===== src/rtl/cfp_pkg.sv =====
// shared constants and types for the core fetch pipeline block
package cfp_pkg;
    localparam int PC_W            = 13;
    localparam int IW              = 14;
    localparam int DW              = 8;
    localparam int PROG_WORDS_DEF  = 1024;
    localparam logic [12:0] RESET_VECTOR = 13'h0000;
    localparam logic [12:0] IRQ_VECTOR   = 13'h0004;
    // file locations inside a bank (seven-bit offsets)
    localparam logic [6:0] IDX_INDIRECT  = 7'h00;
    localparam logic [6:0] IDX_PC_LOW    = 7'h02;
    localparam logic [6:0] IDX_FLAGS     = 7'h03;
    localparam logic [6:0] IDX_POINTER   = 7'h04;
    localparam logic [6:0] IDX_PC_HIGH   = 7'h0A;
    localparam logic [6:0] IDX_INT_CTRL  = 7'h0B;
    localparam logic [6:0] GPR_LO        = 7'h20;
    localparam logic [6:0] COMMON_LO     = 7'h70;
    localparam logic [7:0] GPR_BANK1_OFS = 8'h40;
    localparam int GPR_WORDS  = 176;
    localparam int PERI_WORDS = 64;
    // peripheral locations, full eight-bit file addresses
    localparam logic [7:0] ADR_TIMER     = 8'h01;
    localparam logic [7:0] ADR_IO_PINS   = 8'h05;
    localparam logic [7:0] ADR_EVT_FLAGS = 8'h0C;
    localparam logic [7:0] ADR_CONV_RES  = 8'h1E;
    localparam logic [7:0] ADR_CONV_CTL0 = 8'h1F;
    localparam logic [7:0] ADR_OPTIONS   = 8'h81;
    localparam logic [7:0] ADR_PIN_DIR   = 8'h85;
    localparam logic [7:0] ADR_EVT_EN    = 8'h8C;
    localparam logic [7:0] ADR_RST_CAUSE = 8'h8E;
    localparam logic [7:0] ADR_OSC_TRIM  = 8'h8F;
    localparam logic [7:0] ADR_CONV_CTL1 = 8'h9F;
    // field positions and reset values
    localparam int BANK_SEL_BIT = 5;
    localparam int GIE_BIT      = 7;
    localparam int INTE_BIT     = 4;
    localparam int INTF_BIT     = 1;
    localparam logic [7:0] FLAGS_RESET = 8'h18;
    localparam logic [7:0] ZERO_BYTE   = 8'h00;
    // instruction encodings
    localparam logic [13:0] INSN_NOP   = 14'h0000;
    localparam logic [6:0]  OPC_STORE  = 7'h01;
    localparam logic [6:0]  OPC_LOAD   = 7'h10;
    localparam logic [5:0]  OPC_LIT    = 6'h30;
    localparam logic [2:0]  OPC_JUMP   = 3'h5;
    // bus map: word index, byte address is four times it
    localparam logic [9:0] BUS_FILE_TOP = 10'h0FF;
    localparam logic [9:0] BUS_DBG_PC   = 10'h100;
    localparam logic [9:0] BUS_DBG_WORK = 10'h101;
    localparam logic [1:0] RESP_OKAY    = 2'h0;
    localparam logic [1:0] RESP_DECERR  = 2'h3;

    typedef enum logic [3:0] {
        PH_ONE   = 4'b0001,
        PH_TWO   = 4'b0010,
        PH_THREE = 4'b0100,
        PH_FOUR  = 4'b1000
    } cfp_phase_t;

    typedef enum logic [3:0] {
        K_NONE, K_IND, K_PCL, K_FLAGS, K_PTR, K_PCH, K_INTC, K_PERI, K_GPR
    } cfp_kind_t;

    typedef struct packed {
        cfp_kind_t  kind;
        logic [7:0] idx;
    } cfp_slot_t;

    typedef struct packed {
        logic       en;
        logic [7:0] addr;
        logic [7:0] data;
    } cfp_fwrite_t;
endpackage


===== src/rtl/cfp_core_fetch.sv =====
// fetch/execute pipeline, program counter and banked data file
////////////////////////////////////////////////////////////////////////////
// What this block does
// - divide the clock by four into four non-overlapping phases
// - each instruction cycle is phases one to four, in order
// - fetch of next word overlaps execution of current word
// - an instruction that changes the program counter takes two cycles
// - program counter increments in phase one of every fetch cycle
// - instruction register loads in phase one, executes in two to four
// - operand read in phase two, destination written in phase four
// - program counter is 13 bits over 14-bit words
// - implemented program memory is the lowest 1K or 2K words
// - addresses above implemented memory wrap into it
// - fetch starts at zero after reset, interrupt vectors to four
// - bit 5 of the core flags selects bank one for direct access
// - each bank holds 128 locations from a seven-bit offset
// - low locations are special registers, upper ones are RAM
// - the core registers answer the same in both banks
// - bank one F0h to FFh is the same RAM as bank zero 70h to 7Fh
// - file reachable directly and through the indirect pointer
//
// Decided for this implementation: register access over AXI4-Lite.
module cfp_core_fetch #(
    parameter int PROG_WORDS = cfp_pkg::PROG_WORDS_DEF
) (
    input  wire logic        clk_sys,
    input  wire logic        rst_n,
    output logic      [12:0] progAddr,
    input  wire logic [13:0] progData,
    input  wire logic        irqPin,
    output logic      [3:0]  phase,
    input  wire logic [11:0] s_axi_awaddr,
    input  wire logic        s_axi_awvalid,
    output logic             s_axi_awready,
    input  wire logic [31:0] s_axi_wdata,
    input  wire logic [3:0]  s_axi_wstrb,
    input  wire logic        s_axi_wvalid,
    output logic             s_axi_wready,
    output logic      [1:0]  s_axi_bresp,
    output logic             s_axi_bvalid,
    input  wire logic        s_axi_bready,
    input  wire logic [11:0] s_axi_araddr,
    input  wire logic        s_axi_arvalid,
    output logic             s_axi_arready,
    output logic      [31:0] s_axi_rdata,
    output logic      [1:0]  s_axi_rresp,
    output logic             s_axi_rvalid,
    input  wire logic        s_axi_rready
);
    localparam logic [12:0] PROG_MASK = 13'(PROG_WORDS - 1);

    // classify a full file address into storage kind and index
    function automatic cfp_pkg::cfp_slot_t classify(input logic [7:0] a);
        cfp_pkg::cfp_slot_t s;
        logic [6:0]         o;
        o      = a[6:0];
        s.kind = cfp_pkg::K_NONE;
        s.idx  = cfp_pkg::ZERO_BYTE;
        if (o >= cfp_pkg::GPR_LO) begin
            s.kind = cfp_pkg::K_GPR;
            if (!a[7] || o >= cfp_pkg::COMMON_LO) begin
                s.idx = {1'b0, o - cfp_pkg::GPR_LO};
            end else begin
                s.idx = {1'b0, o} + cfp_pkg::GPR_BANK1_OFS;
            end
        end else begin
            case (o)
                cfp_pkg::IDX_INDIRECT: s.kind = cfp_pkg::K_IND;
                cfp_pkg::IDX_PC_LOW:   s.kind = cfp_pkg::K_PCL;
                cfp_pkg::IDX_FLAGS:    s.kind = cfp_pkg::K_FLAGS;
                cfp_pkg::IDX_POINTER:  s.kind = cfp_pkg::K_PTR;
                cfp_pkg::IDX_PC_HIGH:  s.kind = cfp_pkg::K_PCH;
                cfp_pkg::IDX_INT_CTRL: s.kind = cfp_pkg::K_INTC;
                default: begin
                    case (a)
                        cfp_pkg::ADR_TIMER, cfp_pkg::ADR_IO_PINS,
                        cfp_pkg::ADR_EVT_FLAGS, cfp_pkg::ADR_CONV_RES,
                        cfp_pkg::ADR_CONV_CTL0, cfp_pkg::ADR_OPTIONS,
                        cfp_pkg::ADR_PIN_DIR, cfp_pkg::ADR_EVT_EN,
                        cfp_pkg::ADR_RST_CAUSE, cfp_pkg::ADR_OSC_TRIM,
                        cfp_pkg::ADR_CONV_CTL1: begin
                            s.kind = cfp_pkg::K_PERI;
                            s.idx  = {2'b00, a[7], a[4:0]};
                        end
                        default: s.kind = cfp_pkg::K_NONE;
                    endcase
                end
            endcase
        end
        return s;
    endfunction

    // follow the indirect port through the pointer; a pointer that
    // names the port itself reads zero, so no loop can form
    function automatic cfp_pkg::cfp_slot_t resolve(input logic [7:0] a,
                                                   input logic [7:0] p);
        cfp_pkg::cfp_slot_t s;
        s = classify(a);
        if (s.kind == cfp_pkg::K_IND) begin
            s = classify(p);
            if (s.kind == cfp_pkg::K_IND) begin
                s.kind = cfp_pkg::K_NONE;
            end
        end
        return s;
    endfunction

    cfp_pkg::cfp_phase_t phaseState;
    cfp_pkg::cfp_phase_t next_phase;
    logic [12:0]         pc;
    logic [13:0]         ir;
    logic [13:0]         fetchWord;
    logic                flush;
    logic [7:0]          flags;
    logic [7:0]          pointer;
    logic [7:0]          pcHigh;
    logic [7:0]          intCtrl;
    logic [7:0]          work;
    logic [7:0]          operand;
    logic [7:0]          gpr  [cfp_pkg::GPR_WORDS];
    logic [7:0]          peri [cfp_pkg::PERI_WORDS];
    logic [2:0]          irqSync;
    logic                awHeld;
    logic                wHeld;
    logic                arHeld;
    logic [9:0]          awIdx;
    logic [9:0]          arIdx;
    logic [7:0]          wByte;
    logic                wLane;

    ////////////////////////////////////////////////////////////////////////
    // phase generator: a ring of four one-hot states
    always_comb begin
        case (phaseState)
            cfp_pkg::PH_ONE:   next_phase = cfp_pkg::PH_TWO;
            cfp_pkg::PH_TWO:   next_phase = cfp_pkg::PH_THREE;
            cfp_pkg::PH_THREE: next_phase = cfp_pkg::PH_FOUR;
            cfp_pkg::PH_FOUR:  next_phase = cfp_pkg::PH_ONE;
            default:           next_phase = cfp_pkg::PH_ONE;
        endcase
    end

    always_ff @(posedge clk_sys) begin
        if (!rst_n) phaseState <= cfp_pkg::PH_ONE;
        else        phaseState <= next_phase;
    end

    wire isOne   = (phaseState == cfp_pkg::PH_ONE);
    wire isTwo   = (phaseState == cfp_pkg::PH_TWO);
    wire isThree = (phaseState == cfp_pkg::PH_THREE);
    wire isFour  = (phaseState == cfp_pkg::PH_FOUR);
    assign phase = phaseState;

    ////////////////////////////////////////////////////////////////////////
    // instruction decode
    wire isStore = (ir[13:7] == cfp_pkg::OPC_STORE);
    wire isLoad  = (ir[13:7] == cfp_pkg::OPC_LOAD);
    wire isLit   = (ir[13:8] == cfp_pkg::OPC_LIT);
    wire isJump  = (ir[13:11] == cfp_pkg::OPC_JUMP);
    wire [12:0] jumpTarget = {pcHigh[4:3], ir[10:0]};
    wire [7:0]  coreAddr   = {flags[cfp_pkg::BANK_SEL_BIT], ir[6:0]};

    ////////////////////////////////////////////////////////////////////////
    // bus side decode; the file is only lent to the bus in phase three,
    // when the core neither reads nor writes it
    wire busWrGo   = awHeld && wHeld && isThree && !s_axi_bvalid;
    wire busRdGo   = arHeld && isThree && !s_axi_rvalid;
    wire awFile    = (awIdx <= cfp_pkg::BUS_FILE_TOP);
    wire arFile    = (arIdx <= cfp_pkg::BUS_FILE_TOP);
    wire arDbgPc   = (arIdx == cfp_pkg::BUS_DBG_PC);
    wire arDbgWork = (arIdx == cfp_pkg::BUS_DBG_WORK);
    wire awKnown   = awFile || awIdx == cfp_pkg::BUS_DBG_PC
                     || awIdx == cfp_pkg::BUS_DBG_WORK;

    // one read port and one write port serve both core and bus
    wire [7:0] rdAddr = isThree ? arIdx[7:0] : coreAddr;
    wire cfp_pkg::cfp_slot_t rdSlot = resolve(rdAddr, pointer);
    cfp_pkg::cfp_fwrite_t fw;
    assign fw.en   = (isFour && isStore) || (busWrGo && awFile && wLane);
    assign fw.addr = isThree ? awIdx[7:0] : coreAddr;
    assign fw.data = isThree ? wByte : work;
    wire cfp_pkg::cfp_slot_t wrSlot = resolve(fw.addr, pointer);

    // read mux; unimplemented locations read zero
    wire [7:0] rdData =
        (rdSlot.kind == cfp_pkg::K_GPR)   ? gpr[rdSlot.idx] :
        (rdSlot.kind == cfp_pkg::K_PERI)  ? peri[rdSlot.idx[5:0]] :
        (rdSlot.kind == cfp_pkg::K_PCL)   ? pc[7:0] :
        (rdSlot.kind == cfp_pkg::K_FLAGS) ? flags :
        (rdSlot.kind == cfp_pkg::K_PTR)   ? pointer :
        (rdSlot.kind == cfp_pkg::K_PCH)   ? pcHigh :
        (rdSlot.kind == cfp_pkg::K_INTC)  ? intCtrl :
                                            cfp_pkg::ZERO_BYTE;

    wire pcWrite = fw.en && wrSlot.kind == cfp_pkg::K_PCL;
    wire irqEdge = irqSync[1] && !irqSync[2];
    wire takeIrq = isFour && !isJump && !pcWrite
                   && intCtrl[cfp_pkg::GIE_BIT]
                   && intCtrl[cfp_pkg::INTE_BIT]
                   && intCtrl[cfp_pkg::INTF_BIT];

    ////////////////////////////////////////////////////////////////////////
    // program counter, fetch address and instruction register
    always_ff @(posedge clk_sys) begin
        if (!rst_n) begin
            pc       <= cfp_pkg::RESET_VECTOR;
            progAddr <= cfp_pkg::RESET_VECTOR;
            ir       <= cfp_pkg::INSN_NOP;
            flush    <= 1'b1;
        end else if (isOne) begin
            progAddr <= pc & PROG_MASK;
            pc       <= pc + 13'h0001;
            ir       <= flush ? cfp_pkg::INSN_NOP : fetchWord;
            flush    <= 1'b0;
        end else if (takeIrq) begin
            pc    <= cfp_pkg::IRQ_VECTOR;
            flush <= 1'b1;
        end else if (isFour && isJump) begin
            pc    <= jumpTarget;
            flush <= 1'b1;
        end else if (pcWrite) begin
            pc    <= {pcHigh[4:0], fw.data};
            flush <= 1'b1;
        end
    end

    // the word fetched this cycle is latched for the next one
    always_ff @(posedge clk_sys) begin
        if (!rst_n)      fetchWord <= cfp_pkg::INSN_NOP;
        else if (isFour) fetchWord <= progData;
    end

    ////////////////////////////////////////////////////////////////////////
    // operand read and working register
    always_ff @(posedge clk_sys) begin
        if (!rst_n) begin
            operand <= cfp_pkg::ZERO_BYTE;
            work    <= cfp_pkg::ZERO_BYTE;
        end else if (isTwo) begin
            operand <= rdData;
        end else if (isFour && isLoad) begin
            work <= operand;
        end else if (isFour && isLit) begin
            work <= ir[7:0];
        end
    end

    ////////////////////////////////////////////////////////////////////////
    // core registers; a bus or core write lands here in its phase
    always_ff @(posedge clk_sys) begin
        if (!rst_n) begin
            flags   <= cfp_pkg::FLAGS_RESET;
            pointer <= cfp_pkg::ZERO_BYTE;
            pcHigh  <= cfp_pkg::ZERO_BYTE;
        end else if (fw.en) begin
            case (wrSlot.kind)
                cfp_pkg::K_FLAGS: flags   <= fw.data;
                cfp_pkg::K_PTR:   pointer <= fw.data;
                cfp_pkg::K_PCH:   pcHigh  <= {3'b000, fw.data[4:0]};
                default:          pointer <= pointer;
            endcase
        end
    end

    // interrupt control: a pin edge wins over a clearing write
    always_ff @(posedge clk_sys) begin
        if (!rst_n) begin
            intCtrl <= cfp_pkg::ZERO_BYTE;
        end else begin
            if (fw.en && wrSlot.kind == cfp_pkg::K_INTC) intCtrl <= fw.data;
            if (takeIrq) intCtrl[cfp_pkg::GIE_BIT] <= 1'b0;
            if (irqEdge) intCtrl[cfp_pkg::INTF_BIT] <= 1'b1;
        end
    end

    // two-flop synchroniser plus one stage for edge detection
    always_ff @(posedge clk_sys) begin
        if (!rst_n) irqSync <= 3'b000;
        else        irqSync <= {irqSync[1:0], irqPin};
    end

    // general purpose RAM and peripheral holding bytes; no reset,
    // their contents are undefined after power-up
    always_ff @(posedge clk_sys) begin
        if (fw.en && wrSlot.kind == cfp_pkg::K_GPR) begin
            gpr[wrSlot.idx] <= fw.data;
        end
        if (fw.en && wrSlot.kind == cfp_pkg::K_PERI) begin
            peri[wrSlot.idx[5:0]] <= fw.data;
        end
    end

    ////////////////////////////////////////////////////////////////////////
    // write address and data channels are held independently
    assign s_axi_awready = !awHeld;
    assign s_axi_wready  = !wHeld;
    assign s_axi_arready = !arHeld;

    always_ff @(posedge clk_sys) begin
        if (!rst_n) begin
            awHeld <= 1'b0;
            wHeld  <= 1'b0;
            awIdx  <= 10'h000;
            wByte  <= cfp_pkg::ZERO_BYTE;
            wLane  <= 1'b0;
        end else begin
            if (s_axi_awvalid && !awHeld) begin
                awHeld <= 1'b1;
                awIdx  <= s_axi_awaddr[11:2];
            end else if (busWrGo) begin
                awHeld <= 1'b0;
            end
            if (s_axi_wvalid && !wHeld) begin
                wHeld <= 1'b1;
                wByte <= s_axi_wdata[7:0];
                wLane <= s_axi_wstrb[0];
            end else if (busWrGo) begin
                wHeld <= 1'b0;
            end
        end
    end

    // write response; debug words are read-only and ignore writes
    always_ff @(posedge clk_sys) begin
        if (!rst_n) begin
            s_axi_bvalid <= 1'b0;
            s_axi_bresp  <= cfp_pkg::RESP_OKAY;
        end else if (busWrGo) begin
            s_axi_bvalid <= 1'b1;
            s_axi_bresp  <= awKnown ? cfp_pkg::RESP_OKAY
                                    : cfp_pkg::RESP_DECERR;
        end else if (s_axi_bready) begin
            s_axi_bvalid <= 1'b0;
        end
    end

    // read address capture
    always_ff @(posedge clk_sys) begin
        if (!rst_n) begin
            arHeld <= 1'b0;
            arIdx  <= 10'h000;
        end else if (s_axi_arvalid && !arHeld) begin
            arHeld <= 1'b1;
            arIdx  <= s_axi_araddr[11:2];
        end else if (busRdGo) begin
            arHeld <= 1'b0;
        end
    end

    wire [31:0] rdWord =
        arFile    ? {24'h000000, rdData} :
        arDbgPc   ? {2'b00, ir, 3'b000, pc} :
        arDbgWork ? {24'h000000, work} : 32'h00000000;

    // read data, sampled in phase three
    always_ff @(posedge clk_sys) begin
        if (!rst_n) begin
            s_axi_rvalid <= 1'b0;
            s_axi_rdata  <= 32'h00000000;
            s_axi_rresp  <= cfp_pkg::RESP_OKAY;
        end else if (busRdGo) begin
            s_axi_rvalid <= 1'b1;
            s_axi_rdata  <= rdWord;
            s_axi_rresp  <= (arFile || arDbgPc || arDbgWork)
                            ? cfp_pkg::RESP_OKAY : cfp_pkg::RESP_DECERR;
        end else if (s_axi_rready) begin
            s_axi_rvalid <= 1'b0;
        end
    end
endmodule


===== config.mk =====
export PLATFORM = sky130hd
export DESIGN_NAME = cfp_core_fetch
export DESIGN_NICKNAME = d
export VERILOG_FILES = /design/src/rtl/cfp_pkg.sv /design/src/rtl/cfp_core_fetch.sv
export SDC_FILE = /design/constraint.sdc
export NUM_CORES = 2
export LEC_CHECK = 0
export BUFFER_PORTS_ARGS = -buffer_cell sky130_fd_sc_hd__buf_2
export CAP_MARGIN = 5
export CORE_ASPECT_RATIO = 1.1
export CORE_MARGIN = 2
export CORE_UTILIZATION = 35
export DETAILED_ROUTE_END_ITERATION = 7
export HOLD_SLACK_MARGIN = 0.12
export PLACE_DENSITY = 0.49
export SLEW_MARGIN = 30
export SYNTH_ARGS = -nofsm -noshare
export SYNTH_HDL_FRONTEND = slang
export SYNTH_SLANG_ARGS = --single-unit

===== constraint.sdc =====
create_clock -name clk_sys -period 14.9 [get_ports clk_sys]
set_input_delay 1.49 -clock clk_sys [delete_from_list [all_inputs] [get_ports clk_sys]]
set_output_delay 1.49 -clock clk_sys [all_outputs]
set_load 0.005 [all_outputs]

---- Yosys cells after proc, flatten, opt, wreduce, memory -nomap -nowiden ----
Memories as Yosys holds them, arrays and structs flattened.
Index checks and enable logic that the tools add are counted.
cells by class
  $add $sub $neg .......................... 7
  multipliers ............................. 0
  div/mod/pow operators ................... 0
  order comparisons ....................... 8
  equality and inequality tests ........... 78
  shift-type cells ........................ 0
  multiplexer cells ....................... 66
  bitwise operators ....................... 2
  reductions and logical operators ........ 65
operator list
  operator                                                            count
  == test 8 bit (second input constant)                               18
  two-way mux 8 bit                                                   16
  two-way mux 12 bit                                                  7
  two-way mux 30 bit                                                  2
  two-way mux 13 bit                                                  4
  == test 8 x 5 -> 1 bit (second input constant)                      6
  one-hot mux 4 bit (6 select lines)                                  2
  == test 7 x 2 -> 1 bit (second input constant)                      6
  == test 7 x 4 -> 1 bit (second input constant)                      6
  == test 10 x 9 -> 1 bit (second input constant)                     4
  == test 4 x 3 -> 1 bit (second input constant)                      9
  two-way mux 6 bit                                                   6
  OR reduction 11 bit                                                 3
  adder 7 x 7 -> 8 bit (second input constant)                        3
  == test 8 x 1 -> 1 bit (second input constant)                      3
  == test 8 x 3 -> 1 bit (second input constant)                      3
  == test 8 x 4 -> 1 bit (second input constant)                      3
  logical AND 1 bit                                                   24
  == test 7 x 3 -> 1 bit (second input constant)                      3
  greater-or-equal comparator 7 x 6 -> 1 bit (second input constant)  3
  greater-or-equal comparator 7 bit (second input constant)           3
  logical NOT 7 bit                                                   3
  subtractor 7 x 6 -> 7 bit (second input constant)                   3
  == test 4 x 1 -> 1 bit (second input constant)                      5
  23 further kinds                                                    81
word-level totals
  register bits ........................... 174
  latch bits .............................. 0
  memory bits (writable) .................. 1,920
  ROM bits ................................ 0
  output and inout port bits .............. 58
  logic and storage cells ................. 255
  memories kept ........................... 2
memories
  name  depth  bits a word  read ports  clocked after memory_dff  wr ports  RTL line               source
  gpr   176    8            1           0                         1         cfp_core_fetch.sv:120  logic [7:0] gpr [cfp_pkg::GPR_WORDS];
  peri  64     8            1           0                         1         cfp_core_fetch.sv:121  logic [7:0] peri [cfp_pkg::PERI_WORDS];

---- Depth between registers and ports, before layout ----
  word-level depth ........................ 21
  gate-level depth with buffers ........... 27
  depth with buffers taken out ............ 16

---- Least setup slack after synthesis ----
Ideal clock, no wire load.
  path type ............................... reg-to-reg
  from .................................... register phaseState[3], in the netlist phase[3]
  to ...................................... register pc[2]
  arrival ................................. 5.308 ns
  setup slack ............................. 9.459 ns
  cell stages (with the launch flop) ...... 12
  buffers on the path ..................... 5
  cell sequence ........................... dfxtp_1 or4b_1 buf_2 buf_6 buf_8 buf_2 buf_1 nand2_1 nand2_1 mux2_2 o221ai_1 a21oi_1
RTL lines
  what                      RTL line               source
  start: declaration        cfp_core_fetch.sv:108  cfp_pkg::cfp_phase_t phaseState;
  start signal: assignment  cfp_core_fetch.sv:144  if (!rst_n) phaseState <= cfp_pkg::PH_ONE;
  start signal: assignment  cfp_core_fetch.sv:145  else phaseState <= next_phase;
  end signal: assignment    cfp_core_fetch.sv:206  pc <= cfp_pkg::RESET_VECTOR;
  end signal: assignment    cfp_core_fetch.sv:212  pc <= pc + 13'h0001;
  end signal: assignment    cfp_core_fetch.sv:216  pc <= cfp_pkg::IRQ_VECTOR;
  end: declaration          cfp_core_fetch.sv:110  logic [12:0] pc;

---- Worst setup path after layout ----
  from .................................... register phaseState[2], in the netlist phase[2]
  to ...................................... register s_axi_rdata[3]
between the ends
  cells in the longest elaborated chain, start to end .. 18
  elaborated cells on any way between the ends .. 54
  those cells by class .................... 2 x add/sub; 2 x order compare; 25 x eq/ne; 16 x mux; 7 x reduce/logical; 2 x memory
RTL lines
  what                                            RTL line               source
  == test 4 x 3 -> 1 bit *                        cfp_core_fetch.sv:150  wire isThree = (phaseState == cfp_pkg::PH_THREE);
  two-way mux 8 bit                               cfp_core_fetch.sv:176  wire [7:0] rdAddr = isThree ? arIdx[7:0] : coreAddr;
  == test 8 x 1 -> 1 bit (tied with other cells)  cfp_core_fetch.sv:75   case (a)
  OR reduction 11 bit                             cfp_core_fetch.sv:75
  two-way mux 3 bit                               cfp_core_fetch.sv:75
  one-hot mux 4 bit (6 select lines)              cfp_core_fetch.sv:67   case (o)
  two-way mux 12 bit                              cfp_core_fetch.sv:59   if (o >= cfp_pkg::GPR_LO) begin
  == test 4 x 1 -> 1 bit                          cfp_core_fetch.sv:99   if (s.kind == cfp_pkg::K_IND) begin
  [2 not listed]                                  n/a
  two-way mux 8 bit                               cfp_core_fetch.sv:192  (rdSlot.kind == cfp_pkg::K_INTC) ? intCtrl :
  two-way mux 8 bit                               cfp_core_fetch.sv:191  (rdSlot.kind == cfp_pkg::K_PCH) ? pcHigh :
  two-way mux 8 bit                               cfp_core_fetch.sv:190  (rdSlot.kind == cfp_pkg::K_PTR) ? pointer :
  two-way mux 8 bit                               cfp_core_fetch.sv:189  (rdSlot.kind == cfp_pkg::K_FLAGS) ? flags :
  two-way mux 8 bit                               cfp_core_fetch.sv:188  (rdSlot.kind == cfp_pkg::K_PCL) ? pc[7:0] :
  two-way mux 8 bit                               cfp_core_fetch.sv:187  (rdSlot.kind == cfp_pkg::K_PERI) ? peri[rdSlot.idx[5:0]] :
  two-way mux 8 bit                               cfp_core_fetch.sv:186  (rdSlot.kind == cfp_pkg::K_GPR) ? gpr[rdSlot.idx] :
  two-way mux 30 bit                              cfp_core_fetch.sv:351  arFile ? {24'h000000, rdData} :
  end signal: assignment                          cfp_core_fetch.sv:363  s_axi_rdata <= rdWord;
  end: declaration                                cfp_core_fetch.sv:45   output logic [31:0] s_axi_rdata,
Every way passes the cells marked *; elsewhere a longest branch is shown, timed or not.
A chain may end at the register's enable or synchronous reset.

==> metrics.md <==
| Metric | Value |
|---|---|
| Endpoint class of the critical path | `flop` |
| Sw Pwr | `0.00244 W` |
| Vias in the first global route | `52800` |
| Via count | `approximately 55000` |
| Internal | `between 0.008 and 0.009 W` |
| Synthesized area | `between 80000 and 90000 µm²` |
| Post-cts sizing count | `0` |
| Worst clock skew | `roughly 0.032 ns` |
| Vias per cell | `about 5.5` |
| Required time worst endpoint | `between 15 and 20 ns` |
| CP max FO | `between 60 and 70` |
| I/O Pins | `140` |
| Most used DFF post-synth | `edfxtp_1` |
| Final HPWL DP | `roughly 160 mm` |
| CTS Sinks | `around 2000` |
| Total CTS buffers | `203` |
| Fin Setup TNS | `0 ns` |
| Pwr/cell area | `between 100 and 150 nW/µm²` |
| Mean Syn Cell Area | `around 13 µm²` |
| Worst Setup Start Kind | `flop` |
| Final GP Congestion | `around 0.85` |
| Peak supply drop | `between 0.0001 and 0.00015 V` |
| CTS Hold Bufs | `0` |
| Yosys top cell by area | `edfxtp_1` |
| Root Buffer Master | `clkbuf_16` |
| Async S/R FF share, synth | `0%` |
| Yosys top cell area share | `66.0%` |
| Nets | `a little under 7000` |
| Remaining antenna violation count | `0` |
| Total iterations of the first detailed-routing run | `6` |
| F_max | `128 MHz` |
| First-pass GRT wire length | `394 mm` |
| Placement Rows | `between 150 and 200` |
| Net Sw Frac | `around 21%` |
| Core area | `~240000 µm²` |
| RSZ-0062 raised after global routing | `false` |
| HP Start | `progAddr[6]` |
| I/O Buffers | `100` |
| Full die area | `approximately 240000 µm²` |
| Synthesized netlist cell count | `~6500` |
| Fin crit share | `between 50% and 60%` |
| Number of synthesized flops with an enable pin | `around 1800` |
| Slew Limit Headroom | `around 24%` |
| Arrival @ worst endpoint | `approximately 8.5 ns` |
| Critical path origin | `phase[2]` |
| Final setup fails | `0` |
| Status | `complete, no violations` |
| Final Max Tran Viols | `0` |
| Htree depth | `4` |
| Unique masters post-synth | `115` |
| Synth warn | `0` |
| Initial antenna violation count | `12` |
| Share of power burned in combinational logic | `under 10%` |
| Fin util | `between 40% and 50%` |
| Clk_lat worst skew | `between 0.8 and 0.9 ns` |
| Hold Path Class | `flop to flop` |
| Fin crit period | `7.82 ns` |
| GRT Util Overall | `~22%` |
| Final WL | `~280 mm` |
| Initial cell density of the core | `a little over a third` |
| Flop-to-flop setup slack | `between 7 and 8 ns` |
| Crit Path Category | `flop to flop` |
| Most frequent cells after synthesis | `edfxtp_1 (1832), nand2_1 (1397), nand3_1 (480)` |
| Synth Register Bits | `between 1500 and 2000` |
| GRT overflow | `0` |
| Share of cells above drive strength 1 | `9.60%` |
| Register share of total power | `between 50% and 60%` |
| Layout area overhead | `13.4%` |
| Largest net degree at the start of global routing | `between 200 and 250` |
| Reg clk slew, reported paths | `roughly 0.06 ns` |
| CTS tree | `built` |
| WL/cell | `between 20 and 30 µm` |
| Clock share of power | `between 40% and 50%` |
| DRT iter0 DRCs | `between 6000 and 7000` |
| Slew @ Worst Pin | `about 1.1 ns` |
| Drc violations | `0` |
| Max_cap viols | `0` |
| Final hold viol count | `0` |
| Sequential share of the synthesized area | `between 70% and 80%` |
| CTS Buffer Depth | `3` |
| Setup Buffers After CTS | `0` |
| Largest cells by area after synthesis | `edfxtp_1 (66%), nand2_1 (6.3%), dfxtp_1 (4.0%), mux2i_1 (3.4%), nand3_1 (2.9%)` |
| Fillers | `about 22000` |
| Chip Width | `approximately 470 µm` |
| FF-to-FF Start | `phase[2]` |
| Die Y-Extent | `516 µm` |
| Lkg Pwr | `approximately 33 nW` |
| Most common cell in the synthesized netlist | `edfxtp_1` |
-- power by group through the flow --
stage,clock network (W),logic (W),registers (W)
6_report,0.00489,0.000327,0.00614
5_1_grt,0.00517,0.000354,0.00614
4_1_cts,0.00496,0.000324,0.00613
3_5_place_dp,0,0.000323,0.00625
3_3_place_gp,0,0.000318,0.00625
2_1_floorplan,0,0.000218,0.00624
-- metrics by stage --
stage          setup slack [ns]  power [W]  cells  hold WS [ns]  cell area [µm²]
3_5_place_dp               7.13    0.00658   9681         0.428            88200
4_1_cts                    7.10     0.0114  10100         0.452            94400
6_report                   7.08     0.0114  10100         0.449            94500
3_3_place_gp               7.08    0.00657   9679         0.427            88100
2_1_floorplan              9.46    0.00646   6809         0.412            84600
5_1_grt                    6.76     0.0117  10100         0.468            94500
-- placed cells by master (no fill, tap or decap), types with 14 or more instances in the layout --
cell / count
nor3_1: 59
nand3_1: 480
a22oi_1: 18
conb_1: 344
nor2_1: 306
buf_2: 100
o21ai_0: 67
clkbuf_16: 211
nor2_2: 41
a21oi_1: 171
mux2_2: 19
clkbuf_1: 55
nand2_1: 1376
o32ai_1: 14
mux2i_1: 285
and3_1: 190
edfxtp_1: 1832
a211oi_1: 182
o2111ai_1: 15
a22o_1: 16
a31oi_1: 100
buf_4: 104
clkinv_1: 49
dfxtp_1: 167
a311oi_1: 158
nor4_1: 21
buf_12: 19
nand4_1: 24
inv_1: 28
o22ai_1: 47
nand3b_1: 20
o211ai_1: 36
clkinv_2: 36
-- cell type report --
class | instances | area (µm²) | share of cell area, %
Clock inverter | 99 | 669 | 0.708
Timing Repair Buffer | 228 | 1730 | 1.83
Clock buffer | 271 | 5560 | 5.88
Multi-Input combinational cell | 4308 | 24200 | 25.6
Sequential cell | 1999 | 58400 | 61.7
Tap cell | 3118 | 3900 | 4.13
Inverter | 29 | 111 | 0.118
Antenna cell | 4 | 10.0 | 0.0106
-- layer usage --
layer  vias up  wire [µm]  track usage (%)
li1      24600          -                -
met1     28300     118000             30.5
met2      2108     131000             36.7
met3       395      18600             3.18
met4         2       9270             7.49
met5         -         17                0
-- cell families after synthesis --
kind of cell | share of synthesized area, %
and+or+nand+nor | 13.9
DFF | 70.0
AOI/OAI and AO/OA | 8.72
buffers and inverters | 3.01
muxes | 4.15
xor gates and xnor gates | 0.0841
adders and majority gates | 0.105
other | 0.00450
-- critical path, stage by stage (launching register included) --
cell and delay, ns:
dfxtp_1 0.50, or4b_2 0.76, nand2_1 0.11, and2_1 0.21, ha_1 0.22, inv_1 0.11, a41oi_1 0.21, and2_1 0.44
nand3_2 0.55, o21ai_4 0.65, buf_12 0.46, buf_4 0.70, nor2_1 0.36, a41oi_1 0.47, o21ai_0 0.15, or4b_1 0.70
a311oi_1 0.75, o22ai_1 0.18
-- registers in the layout, indices dropped and copies added, names as in the netlist, 10 cells and up --
name	count
gpr	1408
peri	424
s_axi_rdata	27
fetchWord	14
ir	14
pc	13
arIdx	10
awIdx	10
progAddr	10
-- worst paths after layout --
check | cells past startpoint | endpoint
worst max-delay path | 17 | s_axi_rdata[3]
worst min-delay path | 2 | progAddr[6]
worst max register to register | 17 | s_axi_rdata[3]
worst min register to register | 2 | progAddr[6]
Note: power is estimated with default switching activity, not from simulation.
